File: src/bta_regs.svh
// Constants for the bus translation adapter control block.
`ifndef BTA_REGS_SVH
`define BTA_REGS_SVH

// ----------------------------------------------------------------------------
// Host transfer size encodings
// ----------------------------------------------------------------------------
`define BTA_SIZ_LONG  2'h0
`define BTA_SIZ_BYTE  2'h1
`define BTA_SIZ_WORD  2'h2
`define BTA_SIZ_LINE  2'h3

// ----------------------------------------------------------------------------
// Size acknowledge encodings, active low on the pins
// ----------------------------------------------------------------------------
`define BTA_ACK_LONG  2'h0
`define BTA_ACK_WORD  2'h1
`define BTA_ACK_BYTE  2'h2
`define BTA_ACK_NONE  2'h3

`endif

File: src/bta_pkg.sv
// Types shared by the bus translation adapter control block.
package bta_pkg;

    // ------------------------------------------------------------------------
    // Master sequencer: one state per target-side bus cycle.
    // ------------------------------------------------------------------------
    typedef enum logic [4:0] {
        BTA_M_NULL,
        BTA_M_LONG_0,  BTA_M_LONG_W1, BTA_M_LONG_B1, BTA_M_LONG_B2, BTA_M_LONG_B3,
        BTA_M_WORD0_0, BTA_M_WORD0_B1,
        BTA_M_WORD2_0, BTA_M_WORD2_B1,
        BTA_M_BYTE_0,  BTA_M_BYTE_1, BTA_M_BYTE_2, BTA_M_BYTE_3,
        BTA_M_DONE,
        BTA_M_ERROR
    } bta_master_t;

    // ------------------------------------------------------------------------
    // Slave sequencer: clock-by-clock phases inside one master state.
    // ------------------------------------------------------------------------
    typedef enum logic [3:0] {
        BTA_S_SLAVE_IDLE_PHASE,
        BTA_S_STROBE_WAIT_PHASE,
        BTA_S_TERMINATION_LATCHED_PHASE,
        BTA_S_ACK_HOLD_PHASE,
        BTA_S_ACKNOWLEDGE_PHASE,
        BTA_S_NEXT_WAIT_PHASE,
        BTA_S_ERROR_REPORT_PHASE,
        BTA_S_RETRY_WAIT_PHASE,
        BTA_S_RETRY_EXIT_PHASE
    } bta_slave_t;

    // Port size reported by a termination.
    typedef enum logic [1:0] {
        BTA_PORT_LONG,
        BTA_PORT_WORD,
        BTA_PORT_BYTE
    } bta_port_t;

    // Termination captured when the strobe phase ends.
    typedef struct packed {
        logic      bus_error;
        logic      retry;
        logic      autovector;
        bta_port_t port;
    } bta_term_t;

    // Target-side termination pins, active low, as they arrive.
    typedef struct packed {
        logic       target_bus_error_n;
        logic       target_halt_n;
        logic       autovector_request_n;
        logic [1:0] size_acknowledge_n;
    } bta_tgt_in_t;

endpackage

File: src/bta_control.sv
// Master and slave sequencers of the bus translation adapter.
`timescale 1ns/1ps
`include "bta_regs.svh"

module bta_control
    import bta_pkg::*;
(
    input  wire logic        sys_clk,
    input  wire logic        reset_n,
    input  wire logic        translate_select_n,
    input  wire logic [1:0]  host_size,
    input  wire logic [1:0]  host_addr_low,
    input  wire bta_tgt_in_t tgt_in,
    input  wire logic        sync_termination_n,
    output logic             host_transfer_ack_n,
    output logic             host_transfer_error_ack_n,
    output logic             host_burst_inhibit_n,
    output logic             target_addr_strobe_n,
    output logic             target_data_strobe_n,
    output bta_master_t      master_state,
    output bta_slave_t       slave_phase,
    output bta_term_t        term_captured
);

    // ------------------------------------------------------------------------
    // Declarations
    // ------------------------------------------------------------------------
    bta_master_t  master_ff;
    bta_master_t  nxt_master;
    bta_slave_t   slave_ff;
    bta_slave_t   nxt_slave;
    bta_term_t    term_ff;
    bta_tgt_in_t  tgt_meta_ff;
    bta_tgt_in_t  tgt_sync_ff;
    logic         term_prev_ff;
    logic         sync_termination_half_ff;
    logic         delayed_sync_termination_ff;
    logic         line_ff;
    logic         rearmed_ff;
    logic         tack_ff;
    logic         tea_ff;
    logic         tbi_ff;
    logic         strobe_ff;

    wire logic    start_seen;
    wire logic    halt_active;
    wire logic    target_bus_error_active;
    wire logic    autovector_request_active;
    wire logic    dsack_active;
    wire logic    term_now;
    wire logic    term_valid;
    wire logic    cycle_done;
    wire logic    port_fault;
    wire logic    last_cycle;
    wire logic    fault;
    wire bta_port_t port_now;
    wire bta_term_t term_now_info;
    bta_master_t  initial_state;
    bta_master_t  follow_state;

    // ------------------------------------------------------------------------
    // Target-side input synchronisers
    // ------------------------------------------------------------------------

    // Target pins change on the inverted clock; two flops first.
    always_ff @(posedge sys_clk or negedge reset_n) begin
        if (!reset_n) begin
            tgt_meta_ff <= '1;
            tgt_sync_ff <= '1;
        end else begin
            tgt_meta_ff <= tgt_in;
            tgt_sync_ff <= tgt_meta_ff;
        end
    end

    // Falling-edge capture gives the half-clock delay.
    always_ff @(negedge sys_clk or negedge reset_n) begin
        if (!reset_n) begin
            sync_termination_half_ff <= 1'b0;
        end else begin
            sync_termination_half_ff <= ~sync_termination_n;
        end
    end

    // Second flop lands it on the rising edge.
    always_ff @(posedge sys_clk or negedge reset_n) begin
        if (!reset_n) begin
            delayed_sync_termination_ff <= 1'b0;
        end else begin
            delayed_sync_termination_ff <= sync_termination_half_ff;
        end
    end

    // ------------------------------------------------------------------------
    // Termination decode
    // ------------------------------------------------------------------------

    // Halt is sampled only, never driven.
    assign halt_active  = ~tgt_sync_ff.target_halt_n;
    assign target_bus_error_active  = ~tgt_sync_ff.target_bus_error_n;
    assign autovector_request_active  = ~tgt_sync_ff.autovector_request_n;
    assign dsack_active = (tgt_sync_ff.size_acknowledge_n != `BTA_ACK_NONE);
    assign term_now     = target_bus_error_active | autovector_request_active | dsack_active;

    // Two clocks of an asynchronous termination, or one of the delayed sync.
    assign term_valid = (slave_ff == BTA_S_STROBE_WAIT_PHASE) &&
                        ((term_now && term_prev_ff) || delayed_sync_termination_ff);

    // Sync termination and autovector count as a long-word port.
    assign port_now =
        (delayed_sync_termination_ff || autovector_request_active) ? BTA_PORT_LONG :
        (tgt_sync_ff.size_acknowledge_n == `BTA_ACK_BYTE) ? BTA_PORT_BYTE :
        (tgt_sync_ff.size_acknowledge_n == `BTA_ACK_WORD) ? BTA_PORT_WORD :
        BTA_PORT_LONG;

    // Bus error with halt marks a retry.
    assign term_now_info = '{bus_error:  target_bus_error_active && !halt_active,
                             retry:      target_bus_error_active && halt_active,
                             autovector: autovector_request_active,
                             port:       port_now};

    // Last clock's termination level for the two-clock check.
    always_ff @(posedge sys_clk or negedge reset_n) begin
        if (!reset_n) begin
            term_prev_ff <= 1'b0;
        end else begin
            term_prev_ff <= term_now;
        end
    end

    // All termination information is latched on the strobe-to-latched edge.
    always_ff @(posedge sys_clk or negedge reset_n) begin
        if (!reset_n) begin
            term_ff <= '0;
        end else if (term_valid) begin
            term_ff <= term_now_info;
        end
    end

    // ------------------------------------------------------------------------
    // Master sequencer decode
    // ------------------------------------------------------------------------

    // Seven starting cycles chosen by size and address; a line acts as a long.
    always_comb begin
        initial_state = BTA_M_LONG_0;
        unique case (host_size)
            `BTA_SIZ_LONG, `BTA_SIZ_LINE: initial_state = BTA_M_LONG_0;
            `BTA_SIZ_WORD: initial_state = host_addr_low[1] ? BTA_M_WORD2_0 : BTA_M_WORD0_0;
            `BTA_SIZ_BYTE: begin
                unique case (host_addr_low)
                    2'h0: initial_state = BTA_M_BYTE_0;
                    2'h1: initial_state = BTA_M_BYTE_1;
                    2'h2: initial_state = BTA_M_BYTE_2;
                    2'h3: initial_state = BTA_M_BYTE_3;
                endcase
            end
        endcase
    end

    // A follow-on cycle must see the port size that the first cycle saw.
    assign port_fault =
        ((master_ff == BTA_M_LONG_W1) && (term_ff.port != BTA_PORT_WORD)) ||
        (((master_ff == BTA_M_LONG_B1) || (master_ff == BTA_M_LONG_B2) ||
          (master_ff == BTA_M_LONG_B3) || (master_ff == BTA_M_WORD0_B1) ||
          (master_ff == BTA_M_WORD2_B1)) && (term_ff.port != BTA_PORT_BYTE));

    assign fault = term_ff.bus_error || port_fault;

    // Next cycle by termination; each state stands for one target cycle.
    always_comb begin
        follow_state = BTA_M_DONE;
        unique case (master_ff)
            BTA_M_LONG_0: begin
                unique case (term_ff.port)
                    BTA_PORT_WORD: follow_state = BTA_M_LONG_W1;
                    BTA_PORT_BYTE: follow_state = BTA_M_LONG_B1;
                    default:       follow_state = BTA_M_DONE;
                endcase
            end
            BTA_M_LONG_B1: follow_state = BTA_M_LONG_B2;
            BTA_M_LONG_B2: follow_state = BTA_M_LONG_B3;
            BTA_M_WORD0_0: begin
                follow_state = (term_ff.port == BTA_PORT_BYTE) ? BTA_M_WORD0_B1 : BTA_M_DONE;
            end
            BTA_M_WORD2_0: begin
                follow_state = (term_ff.port == BTA_PORT_BYTE) ? BTA_M_WORD2_B1 : BTA_M_DONE;
            end
            default: follow_state = BTA_M_DONE;
        endcase
    end

    assign last_cycle = (follow_state == BTA_M_DONE);
    assign cycle_done = (slave_ff == BTA_S_TERMINATION_LATCHED_PHASE);
    assign start_seen = ~translate_select_n && rearmed_ff &&
                        (slave_ff == BTA_S_SLAVE_IDLE_PHASE);

    // Master next state.
    always_comb begin
        nxt_master = master_ff;
        unique case (master_ff)
            BTA_M_NULL: begin
                if (start_seen) begin
                    nxt_master = initial_state;
                end
            end
            BTA_M_DONE: begin
                if (slave_ff == BTA_S_ACKNOWLEDGE_PHASE) begin
                    nxt_master = BTA_M_NULL;
                end
            end
            BTA_M_ERROR: begin
                if (slave_ff == BTA_S_ERROR_REPORT_PHASE) begin
                    nxt_master = BTA_M_NULL;
                end
            end
            default: begin
                if (cycle_done) begin
                    if (fault) begin
                        nxt_master = BTA_M_ERROR;
                    end else if (term_ff.retry) begin
                        nxt_master = master_ff;
                    end else begin
                        nxt_master = follow_state;
                    end
                end
            end
        endcase
    end

    // ------------------------------------------------------------------------
    // Slave sequencer decode
    // ------------------------------------------------------------------------
    always_comb begin
        nxt_slave = slave_ff;
        unique case (slave_ff)
            BTA_S_SLAVE_IDLE_PHASE: begin
                if ((master_ff != BTA_M_NULL) && (master_ff != BTA_M_DONE) &&
                    (master_ff != BTA_M_ERROR)) begin
                    nxt_slave = BTA_S_STROBE_WAIT_PHASE;
                end
            end
            BTA_S_STROBE_WAIT_PHASE: begin
                if (term_valid) begin
                    nxt_slave = BTA_S_TERMINATION_LATCHED_PHASE;
                end
            end
            BTA_S_TERMINATION_LATCHED_PHASE: begin
                if (fault) begin
                    nxt_slave = BTA_S_ERROR_REPORT_PHASE;
                end else if (term_ff.retry) begin
                    nxt_slave = BTA_S_RETRY_WAIT_PHASE;
                end else if (last_cycle) begin
                    nxt_slave = halt_active ? BTA_S_ACK_HOLD_PHASE :
                                              BTA_S_ACKNOWLEDGE_PHASE;
                end else begin
                    nxt_slave = BTA_S_NEXT_WAIT_PHASE;
                end
            end
            BTA_S_ACK_HOLD_PHASE: begin
                if (!halt_active) begin
                    nxt_slave = BTA_S_ACKNOWLEDGE_PHASE;
                end
            end
            BTA_S_NEXT_WAIT_PHASE: begin
                if (!halt_active) begin
                    nxt_slave = BTA_S_SLAVE_IDLE_PHASE;
                end
            end
            BTA_S_RETRY_WAIT_PHASE: begin
                if (!halt_active) begin
                    nxt_slave = BTA_S_RETRY_EXIT_PHASE;
                end
            end
            BTA_S_ACKNOWLEDGE_PHASE,
            BTA_S_ERROR_REPORT_PHASE,
            BTA_S_RETRY_EXIT_PHASE: nxt_slave = BTA_S_SLAVE_IDLE_PHASE;
        endcase
    end

    // ------------------------------------------------------------------------
    // State registers
    // ------------------------------------------------------------------------

    // Reset parks both sequencers in idle; reset is input only.
    always_ff @(posedge sys_clk or negedge reset_n) begin
        if (!reset_n) begin
            master_ff <= BTA_M_NULL;
            slave_ff  <= BTA_S_SLAVE_IDLE_PHASE;
        end else begin
            master_ff <= nxt_master;
            slave_ff  <= nxt_slave;
        end
    end

    // Line flag is held for the tenure; rearm blocks a stale select.
    always_ff @(posedge sys_clk or negedge reset_n) begin
        if (!reset_n) begin
            line_ff    <= 1'b0;
            rearmed_ff <= 1'b1;
        end else begin
            if ((master_ff == BTA_M_NULL) && start_seen) begin
                line_ff <= (host_size == `BTA_SIZ_LINE);
            end
            if (translate_select_n) begin
                rearmed_ff <= 1'b1;
            end else if (start_seen) begin
                rearmed_ff <= 1'b0;
            end
        end
    end

    // ------------------------------------------------------------------------
    // Output registers
    // ------------------------------------------------------------------------

    // Host terminations and target strobes come from flops.
    always_ff @(posedge sys_clk or negedge reset_n) begin
        if (!reset_n) begin
            tack_ff   <= 1'b0;
            tea_ff    <= 1'b0;
            tbi_ff    <= 1'b0;
            strobe_ff <= 1'b0;
        end else begin
            tack_ff   <= (nxt_slave == BTA_S_ACKNOWLEDGE_PHASE);
            tea_ff    <= (nxt_slave == BTA_S_ERROR_REPORT_PHASE);
            tbi_ff    <= (nxt_slave == BTA_S_ACKNOWLEDGE_PHASE) && line_ff;
            strobe_ff <= (nxt_slave == BTA_S_STROBE_WAIT_PHASE) ||
                         (nxt_slave == BTA_S_TERMINATION_LATCHED_PHASE);
        end
    end

    // No cycle-start or buffer-enable output exists.
    assign host_transfer_ack_n       = ~tack_ff;
    assign host_transfer_error_ack_n = ~tea_ff;
    assign host_burst_inhibit_n      = ~tbi_ff;
    assign target_addr_strobe_n      = ~strobe_ff;
    assign target_data_strobe_n      = ~strobe_ff;
    assign master_state              = master_ff;
    assign slave_phase               = slave_ff;
    assign term_captured             = term_ff;

endmodule

File: config.mk
export PLATFORM = sky130hd
export DESIGN_NAME = bta_control
export DESIGN_NICKNAME = d
export VERILOG_FILES = /design/src/bta_pkg.sv /design/src/bta_control.sv
export VERILOG_INCLUDE_DIRS = /design/src
export SDC_FILE = /design/constraint.sdc
export NUM_CORES = 1
export LEC_CHECK = 0
export BUFFER_PORTS_ARGS = -buffer_cell sky130_fd_sc_hd__buf_2
export CAP_MARGIN = 15
export CORE_ASPECT_RATIO = 1.4
export CORE_MARGIN = 5
export CORE_UTILIZATION = 40
export DETAILED_ROUTE_END_ITERATION = 10
export GPL_TIMING_DRIVEN = 0
export HOLD_SLACK_MARGIN = 0.05
export PLACE_DENSITY = 0.57
export SYNTH_ARGS = -nofsm -noshare
export SYNTH_HDL_FRONTEND = slang
export SYNTH_SLANG_ARGS = --single-unit
export TNS_END_PERCENT = 30
File: constraint.sdc
create_clock -name sys_clk -period 2.7 [get_ports sys_clk]
set_input_delay 0.27 -clock sys_clk [delete_from_list [all_inputs] [get_ports sys_clk]]
set_output_delay 0.27 -clock sys_clk [all_outputs]
set_load 0.01 [all_outputs]
# Word-level counts from Yosys, hierarchy flattened
# Cells that the tools add are included.
dict set report op_classes {
  n_eq_ne 43
  n_mux 29
  bitwise 11
  n_reduce_logical 31
}
# op n
set op_table {}
lappend op_table {{$mux 5} 6}
lappend op_table {{$pmux 5 s3} 2}
lappend op_table {{$mux 4} 7}
lappend op_table {{$pmux 4 s7} 1}
lappend op_table {{$eq 5x4->1 const B} 5}
lappend op_table {{$eq 4x3->1 const B} 6}
lappend op_table {{$eq 5x3->1 const B} 4}
lappend op_table {{$pmux 4 s5} 1}
lappend op_table {{$pmux 5 s4} 1}
lappend op_table {{$mux 3} 5}
lappend op_table {{$eq 2x2->1 const B} 6}
lappend op_table {{$eq 4x2->1 const B} 3}
lappend op_table {{$logic_and 1x1->1} 12}
lappend op_table {{$eq 5x2->1 const B} 2}
lappend op_table {{$ne 2x2->1 const B} 5}
lappend op_table {{$ne 5x4->1 const B} 2}
lappend op_table {{$logic_or 1x1->1} 9}
lappend op_table {{$not 1->1} 9}
lappend op_table {{$eq 2x1->1 const B} 4}
lappend op_table {{$eq 4x1->1 const B} 2}
lappend op_table {{$pmux 4 s2} 1}
lappend op_table {{$eq 5x1->1 const B} 1}
lappend op_table {{$logic_not 5->1} 1}
lappend op_table {{$ne 5x1->1 const B} 1}
lappend op_table {{other kinds (13)} 18}
dict set report word_totals {
  regBits 33
  input_bits 13
}

# Logic depth before layout (Yosys ltp)
# Gate-level depths: netlist of the first run.
dict set report depth {
  word_depth 12
  mapped_depth 8
  depth_no_buf 8
}

==> flow_summary.ini, run 1 <==
[outcome]
run_status = completed

[routing]
drt_first_pass_iters = 4
first_iter_violations = 70
avgRoutedWirePerCell_um = 13.4
route.vias.total = 1413
wl_mm = 3.75
post_drt_via_cell_ratio = 5.05
count_of_antenna_violating_nets_left_after_detailed_routing = 0
drc = 0

[logic_synthesis]
synth_enable_flop_cells = 0
synth_top_family_by_area = simple AND/OR/NAND/NOR gates
synth.lib_cells_used.distinct = 56
synth_simple_gate_area_share = 0.207
post_synth_xor_area_fraction = 0.00970
mappedNetlistNets = 198
ys_seq_elements = 32
synthesis.yosys.warnings = 0
synth.yosys.seq_area_share = 0.451
async_reset_ff_frac = 1.00
synthesis.area_per_instance_sq_um = 10.1
synthCells = 179
synth.mux.area_fraction = 0.0229
synth_compound_area_frac = 0.180
synthAdderAreaFrac = 0.0416
yosys_most_used_dff = dfrtp_1
synth_area_sq_mm = 0.00181

[layout]
final_layout_size_suffix_gt1_frac = 0.326
multi_input_comb_area_sq_um = 836
antennaDiodeCount = 0
n_fill_cell = 443
final_design_area_no_fill_sq_mm = 0.00213
final_net_count = 236
area.sequential_sq_um = 815
flow.area_growth_from_synthesis_pct = 18.0

[timing]
layout_worst_path_cycle_share = 0.928
time_the_final_worst_path_needs_with_i_o_delays_and_setup_ps = 2510
slew_violations = 0
finalWorstSetupSlack_ps = 194
fmax_mhz = 399
worst_rel_slew_slack = 0.487
timing.setup.tns_ps = 0
rsz0062_at_grt = no
tightest_slew_ps = 763
timing_hold_violations_final = 0
max_clock_skew_ps = 7.58
finalSetupViolCount = 0

[clock_tree]
total_clock_buffers_created_by_cts = 5
worst_skew_pair.late_latency_ps = 290
cts_repair_resize_count = 0
clockRootBuffer = clkbuf_8
path_clk_slew_ps = 70
clk_path_buf_depth = 2
cts.sink_count = 32
cts_tree = yes
clock_tree.htree_level_count = 2

[global_route]
wire_length_of_the_first_global_routing_pass_mm = 6.50
grt_overflow_total = 0
grt_usage = 0.143
grt_max_degree = 33
antenna_found_initial = 0
grt_pass1_vias = 1449

[floorplan]
floorplan.die.width_um = 66.8
placementRows = 29
die_y_um = 89.5
io_pins = 32
core_area_sq_mm = 0.00446
initial_utilization = 0.405
die_area_sq_mm = 0.00598

[pwr]
pwr_density_cell_mw_per_mm2 = 1030
report.power.total_mw = 2.20
cellLeakagePower_nw = 0.934
ir_drop_mv = 0.540

[placement]
pre_cts_ws_ps = 180
place_congestion = 0.846
placement.cell_area_sq_mm = 0.00203
numPortBuffers = 30
post-dp-hpwl_mm = 2.93

[worst_setup_path]
arrival_ps = 2730
timing.critical_path.fanout_max = 4
worstPathRequired_ps = 2920
criticalPathCategory = flop to flop
worstSetupStartpointType = flop
setup_crit_end_kind = flop

[hold_path]
hold_path_class = primary input to flop

[run]
cap_viol_max_count = 0
-- final timing paths --
kind                                              start                                 end  slack (ps)  cells after the start
setup / recovery           term_captured[0]$_DFFE_PN0P_                    tbi_ff$_DFF_PN0_         190                      8
hold / removal                                tgt_in[0]            tgt_meta_ff[0]$_DFF_PN1_          80                      1
setup reg to reg           term_captured[0]$_DFFE_PN0P_                    tbi_ff$_DFF_PN0_         190                      8
hold reg to reg                tgt_meta_ff[1]$_DFF_PN1_            tgt_sync_ff[1]$_DFF_PN1_         360                      0
max in group asynchronous                       reset_n  sync_termination_half_ff$_DFF_NN0_         450                      2
min in group asynchronous                       reset_n                   tack_ff$_DFF_PN0_         560                      2
-- placed cells by master, fill, tap and decap left out, types with 3 or more instances in the layout --
cell and instances:
mux2i_1 3, clkbuf_8 7, nand2_1 12, buf_2 33, a21oi_1 8, inv_1 19, nor2_1 13, dfrtp_1 20
a31oi_1 6, nand3b_1 3, or3b_1 3, nor3_1 8, ha_1 6, o21ai_0 6, o22a_1 3, dfstp_2 11
-- area by class of cell --
cell class,count,area share
multi-input combinational,118,0.392
sequential,32,0.382
timing repair buffer,31,0.0752
buffer,10,0.0393
tap,62,0.0364
inverter,19,0.0335
clock buffer,5,0.0323
clock inverter,3,0.00881
-- synth_stat cells (2+ instances only) --
| library cell | number | area (sq um) |
|---|---|---|
| dfrtp_1 | 20 | 500 |
| inv_1 | 19 | 71.3 |
| nor2_1 | 13 | 48.8 |
| nand2_1 | 12 | 45.0 |
| dfstp_2 | 11 | 289 |
| a21oi_1 | 8 | 40.0 |
| nor3_1 | 8 | 40.0 |
| a31oi_1 | 6 | 37.5 |
| ha_1 | 6 | 75.1 |
| o21ai_0 | 6 | 30.0 |
| buf_2 | 3 | 15.0 |
| mux2i_1 | 3 | 30.0 |
| nand3b_1 | 3 | 22.5 |
| o22a_1 | 3 | 26.3 |
| or3b_1 | 3 | 26.3 |
| a21o_1 | 2 | 15.0 |
| a31o_1 | 2 | 17.5 |
| and2_1 | 2 | 12.5 |
| and2b_2 | 2 | 17.5 |
| buf_4 | 2 | 15.0 |
| buf_6 | 2 | 22.5 |
| clkbuf_8 | 2 | 27.5 |
| nand3_1 | 2 | 10.0 |
| nor3b_1 | 2 | 15.0 |
| nor4bb_1 | 2 | 20.0 |
| o21ai_1 | 2 | 10.0 |
| o22ai_1 | 2 | 12.5 |
| o31ai_1 | 2 | 15.0 |
| xnor2_1 | 2 | 17.5 |
-- cells by family after synthesis --
logic type                 after synthesis
AOI/OAI and AO/OA                       43
xor gates and xnor gates                 2
adders and majority gates                6
buffers and inverters                   29
DFF                                     32
muxes                                    4
other                                    1
and+or+nand+nor                         62
-- per-stage QoR --
stage / util / hold WS (ps) / std cells
after floorplan: - / -25.6 / 179
after global placement: 0.456 / 346 / 271
after detailed placement: 0.456 / 348 / 271
after CTS: 0.477 / 70.6 / 280
after global routing: 0.477 / 67.0 / 280
final: 0.477 / 81.8 / 280
-- flip-flops by register name (all words and copies together) (netlist names), 4 cells and up --
signal / cells
term_captured: 5
master_state: 4
slave_phase: 4
tgt_meta_ff: 5
tgt_sync_ff: 5
-- report_power, final --
group	total, mW	switching (mW)	internal (mW)	leakage [nW]
logic	1.15	0.660	0.489	0.509
registers	0.699	0.0923	0.607	0.377
clock network	0.353	0.174	0.179	0.0479
total	2.20	0.926	1.27	0.934
-- repair_timing --
| action | 4_1_cts | 5_1_grt |
|---|---|---|
| buffers inserted | 0 | 0 |
| hold buffers | 1 | 0 |
| hold endpoints to repair | 8 | 0 |
-- critical path, cell delays in order (launching register included) --
cell	delay [ps]
dfrtp_1	370
inv_1	80
ha_1	340
or3b_1	370
a211oi_2	360
o31ai_2	110
a2111o_1	480
nor3_2	200
and2_1	140
-- routing by layer --
| layer | vias to the layer above | share of wire | GRT usage | wire (um) |
|---|---|---|---|---|
| met5 | - | 0 | 0 | 0 |
| met4 | 0 | 0.018 | 0.0555 | 68 |
| met3 | 6 | 0.047 | 0.0302 | 178 |
| met2 | 31 | 0.53 | 0.251 | 1970 |
| met1 | 672 | 0.41 | 0.168 | 1530 |
| li1 | 704 | - | - | - |
Power figures use the tool's default switching activity.
==> run 2, diff against run 1 <==
PLACE_DENSITY = 0.58   (was 0.57)
==> run 2 against run 1 <==
Critical path depth unchanged. Worst hold slack lost 10 ps. Maximum frequency grew 0.38%. Sequential power barely moved. Clock power up 21%. Worst setup slack better by 9.5 ps. Combinational power barely moved.
==> flow_summary.ini, run 2 (synthesis results as in run 1) <==
[outcome]
run_status = completed

[global_route]
grt_overflow_total = 0
grt_usage = 0.143
grt_pass1_vias = 1400
grtUsageMet2 = 0.237
met3_usage = 0.0327
use_met1 = 0.174
gr-max-usage-layer = met2
grt_max_degree = 33
antenna_found_initial = 0
wire_length_of_the_first_global_routing_pass_mm = 6.43

[worst_setup_path]
timing.critical_path.fanout_max = 3
r2r_slack_ps = 200
arrival_ps = 2720
cp_num_cells = 8
critical-path-slowest-cell = a2111o_1
worstPathRequired_ps = 2930
setup_crit_end_kind = flop
top_family_by_delay_on_critical_path = compound AO/OA/AOI/OAI gates
reg2reg_end = tbi_ff$_DFF_PN0_
ff2ff_path_depth = 8
criticalPathCategory = flop to flop
worstSetupStartpointType = flop
worst-path-buf-inv = 1
crit_path_max_cell_delay_ps = 430
reg_to_reg_start = term_captured[0]$_DFFE_PN0P_
crit_path_cell_trace = inv_1, ha_1, or3b_1, a211oi_4, o31ai_2, a2111o_1, nor3_2, and2_1

[placement]
numPortBuffers = 30
place_congestion = 0.855
pre_cts_ws_ps = 120
post-dp-hpwl_mm = 2.86
placedCellCount = 271
placement.cell_area_sq_mm = 0.00203

[hold_path]
min_delay_path_depth = 1
hold_path_class = primary input to flop
hp-start = tgt_in[2]
timing.hold.worst_endpoint = tgt_meta_ff[2]$_DFF_PN1_

[clock_tree]
total_clock_buffers_created_by_cts = 5
worst_skew_pair.late_latency_ps = 290
path_clk_slew_ps = 70
clk_path_buf_depth = 2
cts_tree = yes
cts.sink_count = 32
clock_tree.htree_level_count = 2
clockRootBuffer = clkbuf_8

[layout]
final_net_count = 237
n_fill_cell = 455
final_layout_size_suffix_gt1_frac = 0.329
layout.cells.most_common = buf_2
top_library_cells_by_usage_in_the_layout_fill_and_taps_aside = buf_2, dfrtp_1, inv_1
final_design_area_no_fill_sq_mm = 0.00217
flow.area_growth_from_synthesis_pct = 20.0
layout.cells.non_filler = 281
antennaDiodeCount = 0

[timing]
fmax_mhz = 401
max_clock_skew_ps = 6.51
layout_worst_path_cycle_share = 0.924
rsz0062_at_grt = no
finalSetupViolCount = 0
timing_hold_violations_final = 0
slew_violations = 0
tightest_slew_ps = 776
time_the_final_worst_path_needs_with_i_o_delays_and_setup_ps = 2500
finalWorstSetupSlack_ps = 204
worst_rel_slew_slack = 0.478
fin_worst_hold_slack_ps = 71.4
timing.setup.tns_ps = 0

[routing]
drc = 0
avgRoutedWirePerCell_um = 13.4
route.vias.total = 1394
wl_mm = 3.76
first_iter_violations = 63
post_drt_via_cell_ratio = 4.96
count_of_antenna_violating_nets_left_after_detailed_routing = 0
drt_first_pass_iters = 4

[pwr]
p_sw_frac = 0.414
cellLeakagePower_nw = 0.949
clockPowerShare = 0.187
pwr_density_cell_mw_per_mm2 = 1050
ir_drop_mv = 0.572
switching_power_uw = 947
sequentialPowerShare = 0.305
power.share.combinational = 0.508
power_report.internal_total_mw = 1.34

[run]
cap_viol_max_count = 0

[floorplan]
initial_utilization = 0.405
core_area_sq_mm = 0.00446
floorplan.die.width_um = 66.8
placementRows = 29
die_y_um = 89.5
io_pins = 32
die_area_sq_mm = 0.00598
-- run 2: area by class of cell --
type | instances | area [sq um] | share of cell area
Inverter | 19 | 71.3 | 0.0329
Sequential cell | 32 | 815 | 0.376
Tap cell | 62 | 77.6 | 0.0358
Multi-Input combinational cell | 118 | 843 | 0.389
Clock inverter | 2 | 15.0 | 0.00693
Buffer | 10 | 83.8 | 0.0387
Clock buffer | 6 | 93.8 | 0.0433
Timing Repair Buffer | 32 | 168 | 0.0774
-- run 2: worst max path at each step --
stage / slack, ps / to / start
2_1_floorplan: 370 / tbi_ff$_DFF_PN0_ / term_captured[0]$_DFFE_PN0P_
3_3_place_gp: 150 / tbi_ff$_DFF_PN0_ / term_captured[0]$_DFFE_PN0P_
3_5_place_dp: 120 / tbi_ff$_DFF_PN0_ / term_captured[0]$_DFFE_PN0P_
4_1_cts: 100 / tbi_ff$_DFF_PN0_ / term_captured[0]$_DFFE_PN0P_
5_1_grt: 20 / tbi_ff$_DFF_PN0_ / term_captured[0]$_DFFE_PN0P_
6_report: 200 / tbi_ff$_DFF_PN0_ / term_captured[0]$_DFFE_PN0P_
-- run 2: metal layers --
layer / vias up / routed length (um)
li1: 706 / -
met2: 35 / 1870
met3: 8 / 204
met5: - / 0
met1: 645 / 1590
met4: 0 / 96
-- run 2: metrics by stage --
stage          utilization  total power, mW
6_report             0.486             2.29
5_1_grt              0.486             2.48
4_1_cts              0.482             2.30
3_5_place_dp         0.456             1.86
3_3_place_gp         0.456             1.86
2_1_floorplan            -             1.55
-- run 2: power groups by stage --
stage | combinational, mW | sequential, mW | clock, mW
global route | 1.30 | 0.718 | 0.462
detailed placement | 1.15 | 0.706 | 0
floorplan | 0.824 | 0.724 | 0
CTS | 1.16 | 0.699 | 0.442
global placement | 1.15 | 0.704 | 0
finish | 1.16 | 0.696 | 0.428
-- run 2: what timing repair did --
action                                  4_1_cts  5_1_grt
buffers inserted                              0        1
hold endpoints to repair                     20        0
endpoints found under the setup margin        0        2
resized for setup                             0        1
hold buffers                                  1        0
==> run 3, diff against run 2 <==
SETUP_SLACK_MARGIN = 0.5   (was not set)
clock period = 3.2 ns   (was 2.7 ns; I/O delays follow)
==> run 3 against run 2 <==
Non-clock buffer count down 1. Worst setup slack better by 500 ps. Count of clock-buffer cells in the layout unchanged. Maximum frequency about the same. Total power down 16%. Sequential share of layout area up 0.17 points. Flip-flop and latch count unchanged.
==> flow_summary.ini, run 3 (synthesis results as in run 1) <==
[worst_setup_path]
worstPathRequired_ps = 3430
timing.critical_path.fanout_max = 3
setup_crit_end_kind = flop
criticalPathCategory = flop to flop
critical-path-slowest-cell = a2111o_1
ff2ff_path_depth = 8
worstSetupStartpointType = flop
r2r_slack_ps = 700
reg_to_reg_start = term_captured[0]$_DFFE_PN0P_
worstSetupStartpoint = term_captured[0]$_DFFE_PN0P_
arrival_ps = 2720
crit_path_max_cell_delay_ps = 430
crit_path_cell_trace = inv_1, ha_1, or3b_1, a211oi_4, o31ai_2, a2111o_1, nor3_2, and2_1
reg2reg_end = tbi_ff$_DFF_PN0_
worstSetupEndpoint = tbi_ff$_DFF_PN0_

[layout]
antennaDiodeCount = 0
final_net_count = 236
top_library_cells_by_usage_in_the_layout_fill_and_taps_aside = buf_2, dfrtp_1, inv_1
final_util = 0.483
layout.cells.most_common = buf_2
flow.area_growth_from_synthesis_pct = 19.5
layout.cells.non_filler = 280
final_layout_size_suffix_gt1_frac = 0.330

[clock_tree]
worst_skew_pair.late_latency_ps = 290
cts_tree = yes
cts.sink_count = 32
clock_tree.htree_level_count = 2
total_clock_buffers_created_by_cts = 5
clk_path_buf_depth = 2
path_clk_slew_ps = 70
clockRootBuffer = clkbuf_8

[placement]
place_congestion = 0.855
numPortBuffers = 30
post-dp-hpwl_mm = 2.86
placedCellCount = 271

[floorplan]
placementRows = 29
die_area_sq_mm = 0.00598
die_y_um = 89.5
io_pins = 32
core_area_sq_mm = 0.00446
floorplan.die.width_um = 66.8
initial_utilization = 0.405

[routing]
count_of_antenna_violating_nets_left_after_detailed_routing = 0
route.vias.total = 1395
first_iter_violations = 72
post_drt_via_cell_ratio = 4.98
drc = 0
drt_first_pass_iters = 4
wl_mm = 3.76
avgRoutedWirePerCell_um = 13.4

[global_route]
grt_pass1_vias = 1394
antenna_found_initial = 0
wire_length_of_the_first_global_routing_pass_mm = 6.42
grt_overflow_total = 0
grt_usage = 0.143
grt_max_degree = 33

[timing]
timing_hold_violations_final = 0
time_the_final_worst_path_needs_with_i_o_delays_and_setup_ps = 2500
fmax_mhz = 401
worst_rel_slew_slack = 0.478
timing.setup.tns_ps = 0
slew_violations = 0
layout_worst_path_cycle_share = 0.780
finalSetupViolCount = 0
max_clock_skew_ps = 6.49
rsz0062_at_grt = no
tightest_slew_ps = 777

[pwr]
pwr_density_cell_mw_per_mm2 = 894
ir_drop_mv = 0.482
cellLeakagePower_nw = 0.945
report.power.total_mw = 1.93

[hold_path]
hold_path_class = primary input to asynchronous set/reset pin

[outcome]
run_status = completed

[run]
cap_viol_max_count = 0
==> run 3: cell count changes in the layout (fill, tap and decap cells not counted) <==
| cell | change |
|---|---|
| dlygate4sd3_1 | -1 |
==> run 3: final cells by class <==
cell class / count / area (sq um)
Fill cell: 456 / 2310
Multi-Input combinational cell: 118 / 843
Sequential cell: 32 / 815
Timing Repair Buffer: 31 / 158
Clock buffer: 6 / 93.8
Buffer: 10 / 83.8
Tap cell: 62 / 77.6
Inverter: 19 / 71.3
Clock inverter: 2 / 15.0
==> run 3: metal layers <==
layer | track usage | routed length, um | share of wire
met5 | 0 | 0 | 0
met3 | 0.0327 | 208 | 0.055
met4 | 0.0684 | 96 | 0.026
met2 | 0.236 | 1860 | 0.50
met1 | 0.174 | 1590 | 0.42
==> run 3: what timing repair did <==
action,in CTS,in global routing
buffers inserted,0,1
endpoints found under the setup margin,0,2
gates resized for setup,0,1
hold buffers,0,0
==> run 3: stage by stage <==
step           setup WS (ps)  cell area [sq um]  hold WS, ps
6_report                 704               2160         69.5
2_1_floorplan            868               1810         24.4
3_5_place_dp             620               2030          347
3_3_place_gp             649               2030          346
5_1_grt                  518               2160          104
4_1_cts                  605               2140         90.3
==> run 3: power breakdown <==
group,internal (mW),switching [mW]
clock network,0.203,0.157
registers,0.512,0.0760
logic,0.414,0.566
total,1.13,0.799
==> run 3: critical path: cells and delay by family, from the launching register on <==
family | cells | cell delay [ps]
AO/OA/AOI/OAI | 3 | 850
AND/OR/NAND/NOR | 3 | 800
flip-flops | 1 | 370
adder cells (fa/ha/maj) | 1 | 340
buffers and inverters | 1 | 80
==> run 3: how the worst min path moves through the flow <==
stage          slack (ps)  cells after the start                     start                               endpoint
6_report               70                      1                   reset_n                      tack_ff$_DFF_PN0_
5_1_grt               100                      1                 tgt_in[4]               tgt_meta_ff[4]$_DFF_PN1_
4_1_cts                90                      1                   reset_n                    line_ff$_DFFE_PN0P_
3_5_place_dp          350                      0  tgt_meta_ff[3]$_DFF_PN1_               tgt_sync_ff[3]$_DFF_PN1_
3_3_place_gp          350                      0  tgt_meta_ff[1]$_DFF_PN1_               tgt_sync_ff[1]$_DFF_PN1_
2_1_floorplan          20                      0                   reset_n  delayed_sync_termination_ff$_DFF_PN0_
